$ cat config.mk
export PLATFORM = sky130hd
export DESIGN_NAME = etg_top
export DESIGN_NICKNAME = d
export VERILOG_FILES = /design/src/etg_pkg.sv /design/src/etg_sync.sv /design/src/etg_clkgen.sv /design/src/etg_top.sv
export SDC_FILE = /design/constraint.sdc
export NUM_CORES = 1
export LEC_CHECK = 0
export BUFFER_PORTS_ARGS = -buffer_cell sky130_fd_sc_hd__buf_2
export CAP_MARGIN = 20
export CORE_ASPECT_RATIO = 0.75
export CORE_UTILIZATION = 55
export CTS_CLUSTER_DIAMETER = 60
export DETAILED_ROUTE_END_ITERATION = 10
export PLACE_DENSITY = 0.82
export SETUP_SLACK_MARGIN = 0.15
export SYNTH_ARGS = -nofsm -noshare
export SYNTH_HDL_FRONTEND = slang
export SYNTH_SLANG_ARGS = --single-unit
$ cat constraint.sdc
create_clock -name clk -period 4.4 [get_ports clk]
set_input_delay 1.32 -clock clk [delete_from_list [all_inputs] [get_ports clk]]
set_output_delay 1.32 -clock clk [all_outputs]
set_load 0.05 [all_outputs]
$ cat src/etg_pkg.sv
// Functional notes
// Hold disabled: target hold requests ignored
// Hold enabled: hold granted, bus released
// NMI accept setting passes or drops NMI
// NMI pends during background monitor, then delivered
// Realtime-only refuses monitor-break commands
// Reset enabled: honour reset, restart from vector
// Reset disabled: target reset ignored
// Background monitor ignores target reset always
// Trace setting includes or excludes internal DMA
// Clock select internal 12.5 MHz or target
// Target clock 4-25 or 4-32 MHz
// Clock select change resets emulator
// Bus width 8 or 16 bits
// Target width pin ignored completely
// Bus width change resets emulator
// Monitor background/foreground; 2K-aligned 20-bit base
// Monitor select change resets emulator
package etg_pkg;

	localparam logic [3:0] ADDR_CONFIG    = 4'h0;
	localparam logic [3:0] ADDR_MON_BASE  = 4'h1;
	localparam logic [3:0] ADDR_STATUS    = 4'h2;
	localparam logic [3:0] ADDR_CMD       = 4'h3;

	localparam int BIT_HOLD_EN    = 0;
	localparam int BIT_NMI_EN     = 1;
	localparam int BIT_RT_ONLY    = 2;
	localparam int BIT_RST_EN     = 3;
	localparam int BIT_TRACE_DMA  = 4;
	localparam int BIT_CLK_EXT    = 5;
	localparam int BIT_BUS8       = 6;
	localparam int BIT_MON_FG     = 7;

	// Defaults: hold, nmi, reset, trace on; internal clock, 16 bit, background
	localparam logic [7:0] CONFIG_RESET   = 8'h1B;
	localparam logic [8:0] MON_BASE_RESET = 9'h000;
	localparam int         MON_ALIGN_BITS = 11;

	localparam int  CLK_HZ           = 40000000;
	localparam int  INT_CLK_HZ       = 12500000;
	// Internal 12.5 MHz clock as a phase accumulator (5/16 of clk)
	localparam logic [3:0] INT_CLK_STEP = 4'(INT_CLK_HZ * 16 / CLK_HZ);
	localparam int  RESET_HOLD_CYC   = 4;
	localparam logic [2:0] RESET_HOLD = 3'(RESET_HOLD_CYC);

	typedef struct packed {
		logic [15:0] rdata;
		logic        hold_ack;
		logic        bus_release;
		logic        core_hold;
		logic        core_nmi;
		logic        core_reset;
		logic        trace_dma;
		logic        bus_16;
		logic        mon_fg;
		logic        clk_ext;
		logic        cmd_ok;
		logic        cmd_refused;
	} etg_out_type;

	typedef struct packed {
		logic hold_req;
		logic nmi;
		logic reset;
		logic width_pin;
	} etg_pins_type;

endpackage

$ cat src/etg_sync.sv
`timescale 1ns/1ps
module etg_sync
	import etg_pkg::*;
(
	// Clock
	input  wire logic       clk,
	input  wire logic       rst_n,
	input  wire logic       ce,
	// Pin in, filtered level out
	input  wire logic       din,
	output logic            dout
);
	typedef struct packed {
		logic [2:0] sh;
		logic       q;
	} etg_sync_type;

	etg_sync_type s_r;
	etg_sync_type s_nxt;

	always_comb begin
		s_nxt = s_r;
		s_nxt.sh = {s_r.sh[1:0], din};
		if (s_r.sh[1] == s_r.sh[2]) begin
			s_nxt.q = s_r.sh[2];
		end
	end

	always_ff @(posedge clk) begin
		if (!rst_n) begin
			s_r <= '0;
		end else if (ce) begin
			s_r <= s_nxt;
		end
	end

	assign dout = s_r.q;
endmodule

$ cat src/etg_clkgen.sv
`timescale 1ns/1ps
module etg_clkgen
	import etg_pkg::*;
(
	// Clock
	input  wire logic       clk,
	input  wire logic       rst_n,
	input  wire logic       ce,
	// Core clock enable from internal or target source
	input  wire logic       sel_ext,
	input  wire logic       ext_tick,
	output logic            core_tick
);
	typedef struct packed {
		logic [3:0] acc;
		logic       prev;
		logic       tick;
	} etg_clk_type;

	etg_clk_type s_r;
	etg_clk_type s_nxt;
	logic [4:0]  sum;

	always_comb begin
		s_nxt = s_r;
		sum = {1'b0, s_r.acc} + {1'b0, INT_CLK_STEP};
		s_nxt.acc = sum[3:0];
		s_nxt.prev = ext_tick;
		// Target clock gives one tick per rising edge, not a level
		s_nxt.tick = sel_ext ? (ext_tick && !s_r.prev) : sum[4];
	end

	always_ff @(posedge clk) begin
		if (!rst_n) begin
			s_r <= '0;
		end else if (ce) begin
			s_r <= s_nxt;
		end
	end

	assign core_tick = s_r.tick;
endmodule

$ cat src/etg_top.sv
`timescale 1ns/1ps
module etg_top
	import etg_pkg::*;
(
	// Clock and reset
	input  wire logic        clk,
	input  wire logic        rst_n,
	input  wire logic        ce,
	// Register port
	input  wire logic [3:0]  addr,
	input  wire logic [15:0] wdata,
	input  wire logic        wr,
	input  wire logic        rd,
	output logic [15:0]      rdata,
	// Target pins
	input  wire logic        tgt_hold_req,
	input  wire logic        tgt_nmi,
	input  wire logic        tgt_reset_n,
	input  wire logic        target_width_pin,
	input  wire logic        tgt_clk_tick,
	// Emulation core side
	input  wire logic        core_in_monitor,
	input  wire logic        core_hold_ack,
	input  wire logic        core_dma_cycle,
	input  wire logic        core_vector_fetch,
	output logic             hold_ack,
	output logic             bus_release,
	output logic             core_hold,
	output logic             core_nmi,
	output logic             core_reset,
	output logic             core_tick,
	output logic             trace_dma_en,
	output logic             trace_dma_strobe,
	output logic             bus_16,
	output logic             mon_fg,
	output logic [19:0]      mon_base,
	output logic             clk_ext,
	// Monitor-break command handshake
	input  wire logic        brk_cmd,
	output logic             brk_go,
	output logic             brk_refused
);
	typedef enum logic [2:0] {
		RS_RUN  = 3'b001,
		RS_TRST = 3'b010,
		RS_CRST = 3'b100
	} etg_rst_type;

	typedef struct packed {
		logic [7:0]  cfg;
		logic [8:0]  base;
		etg_rst_type rst_st;
		logic [2:0]  rcnt;
		logic        nmi_prev;
		logic        nmi_pend;
		logic        nmi_out;
		logic        hold_out;
		logic        hack_out;
		logic        rel_out;
		logic        reset_out;
		logic        trace_str;
		logic        go;
		logic        refused;
		logic        refused_sticky;
		logic        bus16_out;
		logic [15:0] rdata;
	} etg_state_type;

	etg_state_type s_r;
	etg_state_type s_nxt;
	logic          hold_s;
	logic          nmi_s;
	logic          rst_s;
	logic          tick_w;
	logic          width_unused;

	etg_sync u_sync_hold (
		.clk   (clk),
		.rst_n (rst_n),
		.ce    (ce),
		.din   (tgt_hold_req),
		.dout  (hold_s)
	);

	etg_sync u_sync_nmi (
		.clk   (clk),
		.rst_n (rst_n),
		.ce    (ce),
		.din   (tgt_nmi),
		.dout  (nmi_s)
	);

	etg_sync u_sync_rst (
		.clk   (clk),
		.rst_n (rst_n),
		.ce    (ce),
		.din   (~tgt_reset_n),
		.dout  (rst_s)
	);

	etg_sync u_sync_tick (
		.clk   (clk),
		.rst_n (rst_n),
		.ce    (ce),
		.din   (tgt_clk_tick),
		.dout  (tick_w)
	);

	etg_clkgen u_clk (
		.clk       (clk),
		.rst_n     (rst_n),
		.ce        (ce),
		.sel_ext   (s_r.cfg[BIT_CLK_EXT]),
		.ext_tick  (tick_w),
		.core_tick (core_tick)
	);

	// Width pin has no effect on anything
	assign width_unused = target_width_pin;

	always_comb begin
		logic [7:0] newcfg;
		logic       cfg_wr;
		logic       nmi_edge;
		logic       bg_mon;
		newcfg = wdata[7:0];
		cfg_wr = wr && (addr == ADDR_CONFIG);
		bg_mon = core_in_monitor && !s_r.cfg[BIT_MON_FG];
		nmi_edge = nmi_s && !s_r.nmi_prev;
		s_nxt = s_r;
		s_nxt.nmi_prev = nmi_s;
		s_nxt.go = 1'b0;
		s_nxt.refused = 1'b0;
		s_nxt.trace_str = s_r.cfg[BIT_TRACE_DMA] && core_dma_cycle;
		s_nxt.rdata = '0;

		if (cfg_wr) begin
			s_nxt.cfg = newcfg;
			if (newcfg[BIT_CLK_EXT] != s_r.cfg[BIT_CLK_EXT]
				|| newcfg[BIT_BUS8] != s_r.cfg[BIT_BUS8]
				|| newcfg[BIT_MON_FG] != s_r.cfg[BIT_MON_FG]) begin
				s_nxt.rst_st = RS_CRST;
				s_nxt.rcnt = RESET_HOLD;
			end
		end
		if (wr && addr == ADDR_MON_BASE) begin
			s_nxt.base = wdata[8:0];
		end
		s_nxt.bus16_out = !s_nxt.cfg[BIT_BUS8];

		// Hold is a passthrough to the core only when enabled
		s_nxt.hold_out = s_r.cfg[BIT_HOLD_EN] && hold_s;
		s_nxt.hack_out = s_r.cfg[BIT_HOLD_EN] && hold_s && core_hold_ack;
		s_nxt.rel_out = s_nxt.hack_out;

		// NMI: latch edge, deliver only outside background monitor
		if (s_r.cfg[BIT_NMI_EN] && nmi_edge) begin
			s_nxt.nmi_pend = 1'b1;
		end
		if (!s_r.cfg[BIT_NMI_EN]) begin
			s_nxt.nmi_pend = 1'b0;
		end
		s_nxt.nmi_out = 1'b0;
		if (s_r.nmi_pend && !bg_mon && !(s_r.cfg[BIT_NMI_EN] && nmi_edge)) begin
			s_nxt.nmi_out = 1'b1;
			s_nxt.nmi_pend = 1'b0;
		end

		// Break commands
		if (brk_cmd) begin
			if (s_r.cfg[BIT_RT_ONLY]) begin
				s_nxt.refused = 1'b1;
				s_nxt.refused_sticky = 1'b1;
			end else begin
				s_nxt.go = 1'b1;
			end
		end

		unique case (s_r.rst_st)
			RS_RUN: begin
				if (s_r.cfg[BIT_RST_EN] && rst_s && !bg_mon) begin
					s_nxt.rst_st = RS_TRST;
				end
			end
			RS_TRST: begin
				if (!rst_s) begin
					s_nxt.rst_st = RS_RUN;
				end
			end
			RS_CRST: begin
				if (s_r.rcnt == 3'h0) begin
					s_nxt.rst_st = RS_RUN;
				end else begin
					s_nxt.rcnt = s_r.rcnt - 3'h1;
				end
			end
			default: begin
				s_nxt.rst_st = RS_RUN;
			end
		endcase
		s_nxt.reset_out = (s_nxt.rst_st != RS_RUN);

		if (rd) begin
			unique case (addr)
				ADDR_CONFIG: s_nxt.rdata = {8'h00, s_r.cfg};
				ADDR_MON_BASE: s_nxt.rdata = {7'h00, s_r.base};
				ADDR_STATUS: s_nxt.rdata = {8'h00, s_r.refused_sticky, s_r.nmi_pend,
					s_r.reset_out, s_r.hold_out, s_r.rst_st, core_vector_fetch};
				default: s_nxt.rdata = '0;
			endcase
			if (addr == ADDR_STATUS) begin
				s_nxt.refused_sticky = s_nxt.refused;
			end
		end
	end

	always_ff @(posedge clk) begin
		if (!rst_n) begin
			s_r <= '0;
			s_r.cfg <= CONFIG_RESET;
			s_r.base <= MON_BASE_RESET;
			s_r.rst_st <= RS_CRST;
			s_r.rcnt <= RESET_HOLD;
			s_r.reset_out <= 1'b1;
			s_r.bus16_out <= !CONFIG_RESET[BIT_BUS8];
		end else if (ce) begin
			s_r <= s_nxt;
		end
	end

	assign rdata = s_r.rdata;
	assign hold_ack = s_r.hack_out;
	assign bus_release = s_r.rel_out;
	assign core_hold = s_r.hold_out;
	assign core_nmi = s_r.nmi_out;
	assign core_reset = s_r.reset_out;
	assign trace_dma_en = s_r.cfg[BIT_TRACE_DMA];
	assign trace_dma_strobe = s_r.trace_str;
	assign bus_16 = s_r.bus16_out;
	assign mon_fg = s_r.cfg[BIT_MON_FG];
	assign mon_base = {s_r.base, {MON_ALIGN_BITS{1'b0}}};
	assign clk_ext = s_r.cfg[BIT_CLK_EXT];
	assign brk_go = s_r.go;
	assign brk_refused = s_r.refused;
endmodule

==> results of run 1 <==
[flip-flops by register name (all words and copies together), names as in the netlist, 2 cells and up]
| name | cells |
|---|---|
| u_sync_rst.s_nxt | 2 |
| rdata | 9 |
| s_r | 14 |
| u_sync_tick.s_nxt | 2 |
| u_clk.s_r | 5 |
| u_sync_hold.s_nxt | 2 |
| u_sync_nmi.s_nxt | 2 |
| mon_base | 9 |
[logic make-up after synthesis]
family	share of synthesized area (%)
simple gates	18.8
fa+ha+maj	1.16
flops	40.2
other cells	0.116
compound gates	14.5
xor+xnor	1.35
buf+inv	11.6
mux	12.3
[final timing paths]
| kind | from | cells after the start | endpoint |
|---|---|---|---|
| worst min register to register | core_nmi | 2 | core_nmi |
| worst max register to register | s_r[28] | 7 | s_r[29] |
| worst max-delay path | addr[1] | 5 | mon_base[11] |
| worst min-delay path | core_nmi | 2 | core_nmi |
[stage by stage]
step | util [%] | instance area [um^2] | setup slack [ns] | hold WS, ns
2_1_floorplan | - | 3300 | 1.99 | 0.441
3_3_place_gp | 60.8 | 3340 | 1.30 | 0.453
3_5_place_dp | 60.8 | 3340 | 1.24 | 0.467
4_1_cts | 64.6 | 3550 | 1.61 | 0.479
5_1_grt | 64.6 | 3550 | 1.49 | 0.501
6_report | 64.6 | 3550 | 1.62 | 0.474
[routing by layer]
metal	GRT usage [%]	wire (um)	share of wire (%)
met4	9.88	95	1.5
met1	25.4	2860	46
met3	7.22	347	5.6
met2	37.1	2890	47
met5	0	0	0
[cell type report]
cell class,instances,area (um^2)
clock buffer,11,151
clock inverter,5,61.3
fill,475,1940
inverter,5,18.8
multi-input combinational,234,1630
sequential,65,1300
tap,75,93.8
timing repair buffer,59,300
[cells in the final DEF, fill, tap and decap left out, types with 5 or more instances in the layout]
cell / n
buf_2: 57
mux2_2: 7
nor2b_1: 37
conb_1: 18
o21ai_0: 11
a21o_1: 5
mux2i_1: 32
nand2_1: 25
nor2_1: 13
a21oi_1: 9
nand3_1: 6
a21boi_0: 14
dfxtp_1: 65
a22oi_1: 9
nand3b_1: 5
inv_1: 5
clkbuf_8: 11
[worst reg2reg max path: cells and delay by family (launching register included)]
kind / cells / cell delay (ns)
adder cells (fa/ha/maj): 1 / 0.19
flip-flops: 1 / 0.33
buffers and inverters: 1 / 0.07
AO/OA/AOI/OAI: 2 / 0.40
AND/OR/NAND/NOR: 3 / 0.69
[where the power goes]
| part | switching (mW) | internal (mW) |
|---|---|---|
| registers | 0.0187 | 0.610 |
| clock network | 0.232 | 0.296 |
| logic | 0.120 | 0.0694 |
==> impl_metrics.py, run 1 <==
metrics = {
    "worst_setup_path": {
        "cp-end-kind": "flip-flop",
        "cp_cell_sequence": "buf_2 -> nor3_4 -> and4_1 -> mux2i_1 -> nor2b_1",
        "path_class": "input port to flip-flop",
        "crit_family": "simple AND/OR/NAND/NOR gates",
        "cpMaxStageDelayCell": "and4_1",
        "path_buf_inv": 1,
        "cp.required_ns": 4.64,
        "cp_max_fo": 14,
        "start_kind": "input port",
        "regToRegSetupSlack_ns": 2.61,
        "cpPeakStageDelay_ns": 0.68,
        "worstPathArrival_ns": 3.02,
    },
    "logic_synthesis": {
        "synthTopCellsByCount": "dfxtp_1 (65), buf_4 (39), nor2b_1 (37)",
        "synth_cells": 341,
        "synth.distinct_cells": 48,
        "yosysWarnings": 0,
        "synth_top_cell_by_area": "dfxtp_1",
        "avgSynthCellArea_um2": 9.50,
        "ys_seq_area_share_pct": 40.2,
        "synth_top_cell_area_share_pct": 40.2,
        "syn_area_mm2": 0.00324,
        "synth_edf_count": 0,
        "synth_ff_type": "dfxtp_1",
        "synth_area_leaders": "dfxtp_1 (40%), mux2i_1 (9.9%), buf_4 (9.0%), nor2b_1 (7.1%), a21boi_0 (3.2%)",
        "synth_seq_cells": 65,
        "synth-async-reset-ratio_pct": 0,
        "yosysMostFrequentCell": "dfxtp_1",
    },
    "clocking": {
        "clk_latency_ns": 0.34,
        "clock_sinks": 65,
        "cts_max_path_buffers": 2,
        "cts_root_buf": "clkbuf_8",
        "post_cts_resized": 0,
        "postCtsHoldBufs": 0,
        "numCtsBuffers": 9,
        "path_clk_slew_ns": 0.07,
        "post-cts-setup-buffers": 0,
        "htreeDepth": 3,
        "cts_tree": "done",
    },
    "pwr": {
        "leakage_nw": 1.58,
        "power_density_mw_per_mm2": 379,
        "total_power_mw": 1.35,
        "max-vdd-ir-drop_uv": 276,
    },
    "die": {
        "die_w_um": 90.6,
        "std_cell_rows": 23,
        "die_area_mm2": 0.00620,
        "die_h_um": 68.5,
        "core_mm2": 0.00550,
        "top_level_ports": 84,
        "start_util_pct": 58.9,
    },
    "place": {
        "gp_congestion": 0.808,
        "portBuffers": 57,
        "dpl.cell_count": 438,
        "hpwl_um": 4300,
    },
    "global_routing": {
        "grt_antenna_before_repair": 0,
        "grt_pass1_vias": 2198,
        "grt.overflow.total": 0,
        "grt_max_degree": 41,
        "grt_usage_pct": 21.8,
        "grt_first_pass_wirelength_um": 10200,
    },
    "layout": {
        "final_nets": 412,
        "final_cells": 454,
        "drive_above_1_share_pct": 24.3,
        "syn2layout_area_growth_pct": 9.74,
        "diodes": 0,
    },
    "sta": {
        "fin_skew_ns": 0.00645,
        "setup_violations": 0,
        "timing.final.hold_violations": 0,
        "fmax_mhz": 359,
        "tightest_slew_ns": 0.838,
        "fin_crit_ns": 2.78,
        "final.period_utilization_pct": 63.2,
        "maxSlewViolCount": 0,
        "fin_setup_tns_ns": 0,
        "rsz0062_at_grt": "false",
        "relSlewSlack_pct": 44.1,
    },
    "drt": {
        "route.vias.total": 2398,
        "first_pass_iters": 4,
        "ant_nets": 0,
        "drc_errors": 0,
        "drtIter0Drc": 108,
        "routed_wirelength_um": 6190,
        "vias_per_cell": 5.28,
        "wl_per_cell_um": 13.6,
    },
    "hold_path": {
        "hp-class": "flip-flop to flip-flop",
    },
    "outcome": {
        "status": "complete, no violations",
    },
    "flow_run": {
        "cap_violations": 0,
    },
}
Note: power is estimated with default switching activity, not from simulation.
==> run 2: changes to the inputs <==
--- a/config.mk
+++ b/config.mk
@@ -5,13 +5,14 @@
 export SDC_FILE = /design/constraint.sdc
 export NUM_CORES = 1
 export LEC_CHECK = 0
+export ABC_AREA = 1
 export BUFFER_PORTS_ARGS = -buffer_cell sky130_fd_sc_hd__buf_2
 export CAP_MARGIN = 20
 export CORE_ASPECT_RATIO = 0.75
-export CORE_UTILIZATION = 55
+export CORE_UTILIZATION = 47
 export CTS_CLUSTER_DIAMETER = 60
 export DETAILED_ROUTE_END_ITERATION = 10
-export PLACE_DENSITY = 0.82
+export PLACE_DENSITY = 0.75
 export SETUP_SLACK_MARGIN = 0.15
 export SYNTH_ARGS = -nofsm -noshare
 export SYNTH_HDL_FRONTEND = slang
==> constraint.sdc (replaced) <==
create_clock -name clk -period 2.4 [get_ports clk]
set_input_delay 0.72 -clock clk [delete_from_list [all_inputs] [get_ports clk]]
set_output_delay 0.72 -clock clk [all_outputs]
set_load 0.05 [all_outputs]
==> run 2 against run 1 <==
Effect of this change: non-clock buffer count rose by 3; design area fell by 3.3%; critical path depth fell by 4; global-route usage fell by 0.51 points; via count rose by 13%; worst setup slack got worse by 1.0 ns; combinational power rose by 71%; power rose by 77%; first-iteration DRC count rose by 27%.
==> impl_metrics.py, run 2 <==
metrics = {
    "outcome": {
        "status": "complete, no violations",
    },
    "global_routing": {
        "grt_pass1_vias": 2327,
        "grt_usage_pct": 21.2,
        "grt_first_pass_wirelength_um": 11100,
        "grt_max_degree": 40,
        "grt.overflow.total": 0,
        "grt_antenna_before_repair": 0,
    },
    "logic_synthesis": {
        "yosysWarnings": 0,
        "synth.distinct_cells": 30,
        "synth_top_cell_area_share_pct": 42.1,
        "synth_edf_count": 0,
        "synth_area_leaders": "dfxtp_1 (42%), nand2_1 (11%), buf_4 (9.5%), a21oi_1 (7.8%), o21ai_0 (7.6%)",
        "synth-async-reset-ratio_pct": 0,
        "ys_seq_area_share_pct": 42.1,
        "synth_top_cell_by_area": "dfxtp_1",
        "synthTopCellsByCount": "nand2_1 (88), dfxtp_1 (65), a21oi_1 (48)",
        "syn_area_mm2": 0.00309,
        "synth_seq_cells": 65,
        "yosysMostFrequentCell": "nand2_1",
        "avgSynthCellArea_um2": 7.36,
        "synth_cells": 420,
        "synth_ff_type": "dfxtp_1",
    },
    "sta": {
        "fin_setup_tns_ns": 0,
        "rsz0062_at_grt": "false",
        "fmax_mhz": 550,
        "maxSlewViolCount": 0,
        "final.period_utilization_pct": 75.7,
        "setup_slack_ns": 0.582,
        "fin_skew_ns": 0.00476,
        "setup_violations": 0,
        "timing.final.hold_violations": 0,
        "fin_crit_ns": 1.82,
    },
    "pwr": {
        "max-vdd-ir-drop_uv": 430,
        "leakage_nw": 1.58,
        "power_density_mw_per_mm2": 695,
    },
    "die": {
        "core_mm2": 0.00632,
        "die_area_mm2": 0.00691,
        "die_h_um": 72.3,
        "top_level_ports": 84,
        "std_cell_rows": 25,
        "die_w_um": 95.7,
        "start_util_pct": 49.0,
    },
    "drt": {
        "route.vias.total": 2710,
        "wl_per_cell_um": 12.4,
        "ant_nets": 0,
        "drtIter0Drc": 137,
        "first_pass_iters": 4,
        "vias_per_cell": 4.98,
        "routed_wirelength_um": 6750,
        "drc_errors": 0,
    },
    "layout": {
        "largest_reg_flops": 14,
        "mostFrequentLayoutCells": "nand2_1 (88), dfxtp_1 (65), buf_2 (57), a21oi_1 (48), o21ai_0 (47)",
        "top_register": "s_r",
        "syn2layout_area_growth_pct": 11.1,
        "final_cells": 544,
        "drive_above_1_share_pct": 18.4,
        "final_nets": 496,
        "diodes": 0,
        "final_common_cell": "nand2_1",
    },
    "clocking": {
        "clk_latency_ns": 0.34,
        "cts_tree": "done",
        "cts_root_buf": "clkbuf_8",
        "clock_sinks": 65,
        "post-cts-setup-buffers": 0,
        "post_cts_resized": 0,
        "numCtsBuffers": 9,
        "cts_max_path_buffers": 2,
        "path_clk_slew_ns": 0.07,
        "htreeDepth": 3,
        "postCtsHoldBufs": 0,
    },
    "place": {
        "place_ws_ns": 0.494,
        "portBuffers": 57,
        "gp_congestion": 0.851,
        "hpwl_um": 4830,
        "dpl.cell_count": 528,
    },
    "worst_setup_path": {
        "cpMaxStageDelayCell": "dfxtp_1",
        "cpPeakStageDelay_ns": 0.45,
        "crit_family": "flip-flops",
        "start_kind": "flip-flop",
        "cp.required_ns": 1.68,
        "cp_cell_sequence": "buf_2",
        "path_class": "flip-flop to output pin",
        "worstPathArrival_ns": 1.10,
        "cp_max_fo": 5,
        "cp-end-kind": "output pin",
        "path_buf_inv": 1,
    },
    "flow_run": {
        "cap_violations": 0,
    },
    "hold_path": {
        "hp-class": "flip-flop to flip-flop",
    },
}
[run 2: logic make-up after synthesis]
| family | after synthesis | share of synthesized area (%) |
|---|---|---|
| AO/OA/AOI/OAI | 107 | 18.5 |
| AND/OR/NAND/NOR | 151 | 21.6 |
| XOR/XNOR | 1 | 0.283 |
| flip-flops | 65 | 42.1 |
| buffers and inverters | 92 | 16.2 |
| adder cells (fa/ha/maj) | 3 | 1.21 |
| other | 1 | 0.121 |
[run 2: power by group]
part,leakage [nW],internal (mW),total [mW],switching (mW)
Combinational,0.953,0.0864,0.324,0.237
Clock,0.0929,0.483,0.918,0.435
Sequential,0.531,1.12,1.15,0.0260
Total,1.58,1.69,2.39,0.698
[run 2: per-layer routing]
layer	GRT usage [%]	up-vias	wire length, um
met5	0	-	0
met4	6.63	0	66
met3	7.34	7	466
met2	30.5	83	2880
met1	29.9	1225	3340
li1	-	1395	-
[run 2: through the flow]
step                total power, mW  hold WS, ns  utilization (%)  instance area [um^2]
finish                         2.39        0.462             54.4                  3440
global route                   2.50        0.479             54.4                  3440
CTS                            2.42        0.463             54.4                  3440
detailed placement             1.49        0.452             51.3                  3240
global placement               1.49        0.438             51.3                  3240
floorplan                      1.44        0.423                -                  3160
[run 2: layout make-up]
type	instances	area [um^2]
clock buffers	10	128
clock inverters	6	67.6
fillers	620	2880
inverters	40	150
multi-input cells	280	1350
flip-flops and latches	65	1300
well taps	81	101
repair buffers	62	335
[run 2: worst reg2reg max path, stage by stage, from the launching register on]
cell and delay [ns]:
dfxtp_1 0.45, inv_1 0.12, nand2_1 0.07, nand2_1 0.05, nor2_1 0.08, nand2_1 0.05
nand2_1 0.14, nand2_1 0.07, nand2_1 0.10, nand2_1 0.06, nand2_1 0.05, nand2_1 0.04
[run 2: worst paths after layout]
kind	start	endpoint	slack (ns)	depth (start not counted)
min reg2reg	brk_refused	brk_refused	0.46	2
max	clk_ext	clk_ext	0.58	1
min	brk_refused	brk_refused	0.46	2
max reg2reg	clk_ext	s_r[30]	1.01	11
==> run 3: changes to the inputs <==
==> constraint.sdc (replaced) <==
create_clock -name clk -period 1.6 [get_ports clk]
set_input_delay 0.48 -clock clk [delete_from_list [all_inputs] [get_ports clk]]
set_output_delay 0.48 -clock clk [all_outputs]
set_load 0.05 [all_outputs]
==> run 3 against run 2 <==
Effect of this change: clock skew rose by 0.0017 ns; flip-flop and latch count did not move; combinational power rose by 56%; clock-buffer cell count fell by 1; sequential power rose by 50%; via count rose by 0.22%.
==> impl_metrics.py, run 3 (synthesized netlist as in run 2, its figures left out) <==
metrics = {
    "worst_setup_path": {
        "crit_family": "flip-flops",
        "path_buf_inv": 1,
        "path_class": "flip-flop to output pin",
        "start_kind": "flip-flop",
        "cp_max_fo": 3,
        "cp.depth": 1,
        "r2r_cells": 8,
        "crit_start": "mon_base[15]",
        "regToRegSetupSlack_ns": 0.27,
        "cp-end-kind": "output pin",
        "cp.required_ns": 1.12,
        "cpPeakStageDelay_ns": 0.40,
        "cp_cell_sequence": "buf_6",
        "cpMaxStageDelayCell": "dfxtp_1",
        "worstPathArrival_ns": 0.93,
        "r2r-end": "s_r[29]",
        "r2r-start": "s_r[28]",
    },
    "hold_path": {
        "hold_end": "u_sync_rst.s_nxt[2]",
        "hold_start": "tgt_reset_n",
        "hold_depth": 2,
        "hp-class": "input port to flip-flop",
    },
    "layout": {
        "nFillCells": 605,
        "drive_above_1_share_pct": 20.9,
        "final_core_util_pct": 57.2,
        "diodes": 0,
        "final_cell_area_mm2": 0.00361,
        "mostFrequentLayoutCells": "nand2_1 (88), dfxtp_1 (60), a21oi_1 (48), o21ai_0 (47), inv_1 (39)",
        "syn2layout_area_growth_pct": 16.8,
        "top_register": "s_r",
        "final_common_cell": "nand2_1",
        "final_nets": 502,
        "largest_reg_flops": 14,
    },
    "sta": {
        "maxSlewViolCount": 0,
        "setup_violations": 0,
        "rsz0062_at_grt": "true",
        "fin_crit_ns": 1.41,
        "setup_slack_ns": 0.189,
        "timing.final.hold_violations": 0,
        "fmax_mhz": 709,
        "fin_skew_ns": 0.00647,
        "final.period_utilization_pct": 88.2,
    },
    "place": {
        "place_ws_ns": -0.0157,
        "gp_congestion": 0.843,
        "portBuffers": 57,
        "hpwl_um": 5030,
        "place_area_mm2": 0.00329,
    },
    "pwr": {
        "power_density_mw_per_mm2": 1070,
        "total_power_mw": 3.87,
        "max-vdd-ir-drop_uv": 668,
        "leakage_nw": 1.63,
    },
    "clocking": {
        "numCtsBuffers": 9,
        "cts_root_buf": "clkbuf_8",
        "clock_sinks": 65,
        "path_clk_slew_ns": 0.07,
        "cts_tree": "done",
        "clk_latency_ns": 0.34,
        "cts_max_path_buffers": 2,
        "postCtsHoldBufs": 0,
        "htreeDepth": 3,
    },
    "drt": {
        "route.vias.total": 2716,
        "drc_errors": 0,
        "first_pass_iters": 4,
        "vias_per_cell": 4.95,
        "routed_wirelength_um": 6920,
        "ant_nets": 0,
        "wl_per_cell_um": 12.6,
        "drtIter0Drc": 177,
    },
    "die": {
        "die_area_mm2": 0.00691,
        "start_util_pct": 49.0,
        "core_mm2": 0.00632,
        "die_h_um": 72.3,
        "die_w_um": 95.7,
        "top_level_ports": 84,
        "std_cell_rows": 25,
    },
    "outcome": {
        "status": "complete, no violations",
    },
    "global_routing": {
        "grt_usage_pct": 21.1,
        "grt.overflow.total": 0,
        "grt_max_degree": 29,
        "grt_first_pass_wirelength_um": 11000,
        "grt_pass1_vias": 2353,
        "grt_antenna_before_repair": 0,
    },
    "flow_run": {
        "cap_violations": 0,
    },
}
-- run 3: cell types whose count changed in the layout (fill, tap and decap cells not counted), moves of 2 or more --
cell,previous run,this run
buf_4,4,20
buf_2,57,33
dfxtp_1,65,60
buf_6,0,6
clkbuf_4,0,8
dfxtp_2,0,5
bufinv_16,1,3
-- run 3: timing repair --
| action | in CTS | in global routing |
|---|---|---|
| gates resized for setup | 16 | 21 |
| pin swaps | 0 | 0 |
| setup buffers | 0 | 0 |
| setup endpoints to repair | 15 | 19 |
| endpoints found under the hold margin | 0 | 0 |
-- run 3: power breakdown --
group	internal (mW)	switching, mW	leakage [nW]	total (mW)
logic	0.144	0.361	0.988	0.505
registers	1.68	0.0420	0.531	1.72
clock network	1.02	0.619	0.115	1.64
-- run 3: worst max path at each step --
stage	to	slack, ns
after global placement	s_r[32]	0.02
after global routing	hold_ack	0.14
after floorplan	s_r[33]	0.16
after CTS	trace_dma_en	0.11
after detailed placement	mon_base[18]	-0.02
final	mon_base[15]	0.19
-- run 3: metrics by stage --
stage	TNS, ns	instances	hold slack [ns]
after floorplan	0	437	0.423
after global placement	0	534	0.441
after detailed placement	-0.0318	534	0.446
after CTS	0	549	0.291
after global routing	0	549	0.299
final	0	549	0.305
-- run 3: layout make-up --
class                   instances  area (um^2)  area share, %
multi-input cells             280         1360           37.6
clock inverters                 6          108           2.98
well taps                      81          101           2.81
flip-flops and latches         65         1310           36.2
clock buffers                   9          124           3.43
repair buffers                 68          463           12.8
inverters                      40          150           4.16
-- run 3: routing by layer --
metal | routed length, um | vias up | GRT usage [%]
li1 | - | 1403 | -
met1 | 3300 | 1237 | 29.3
met2 | 3180 | 72 | 31.4
met3 | 387 | 4 | 6.92
met4 | 54 | 0 | 5.47
met5 | 0 | - | 0
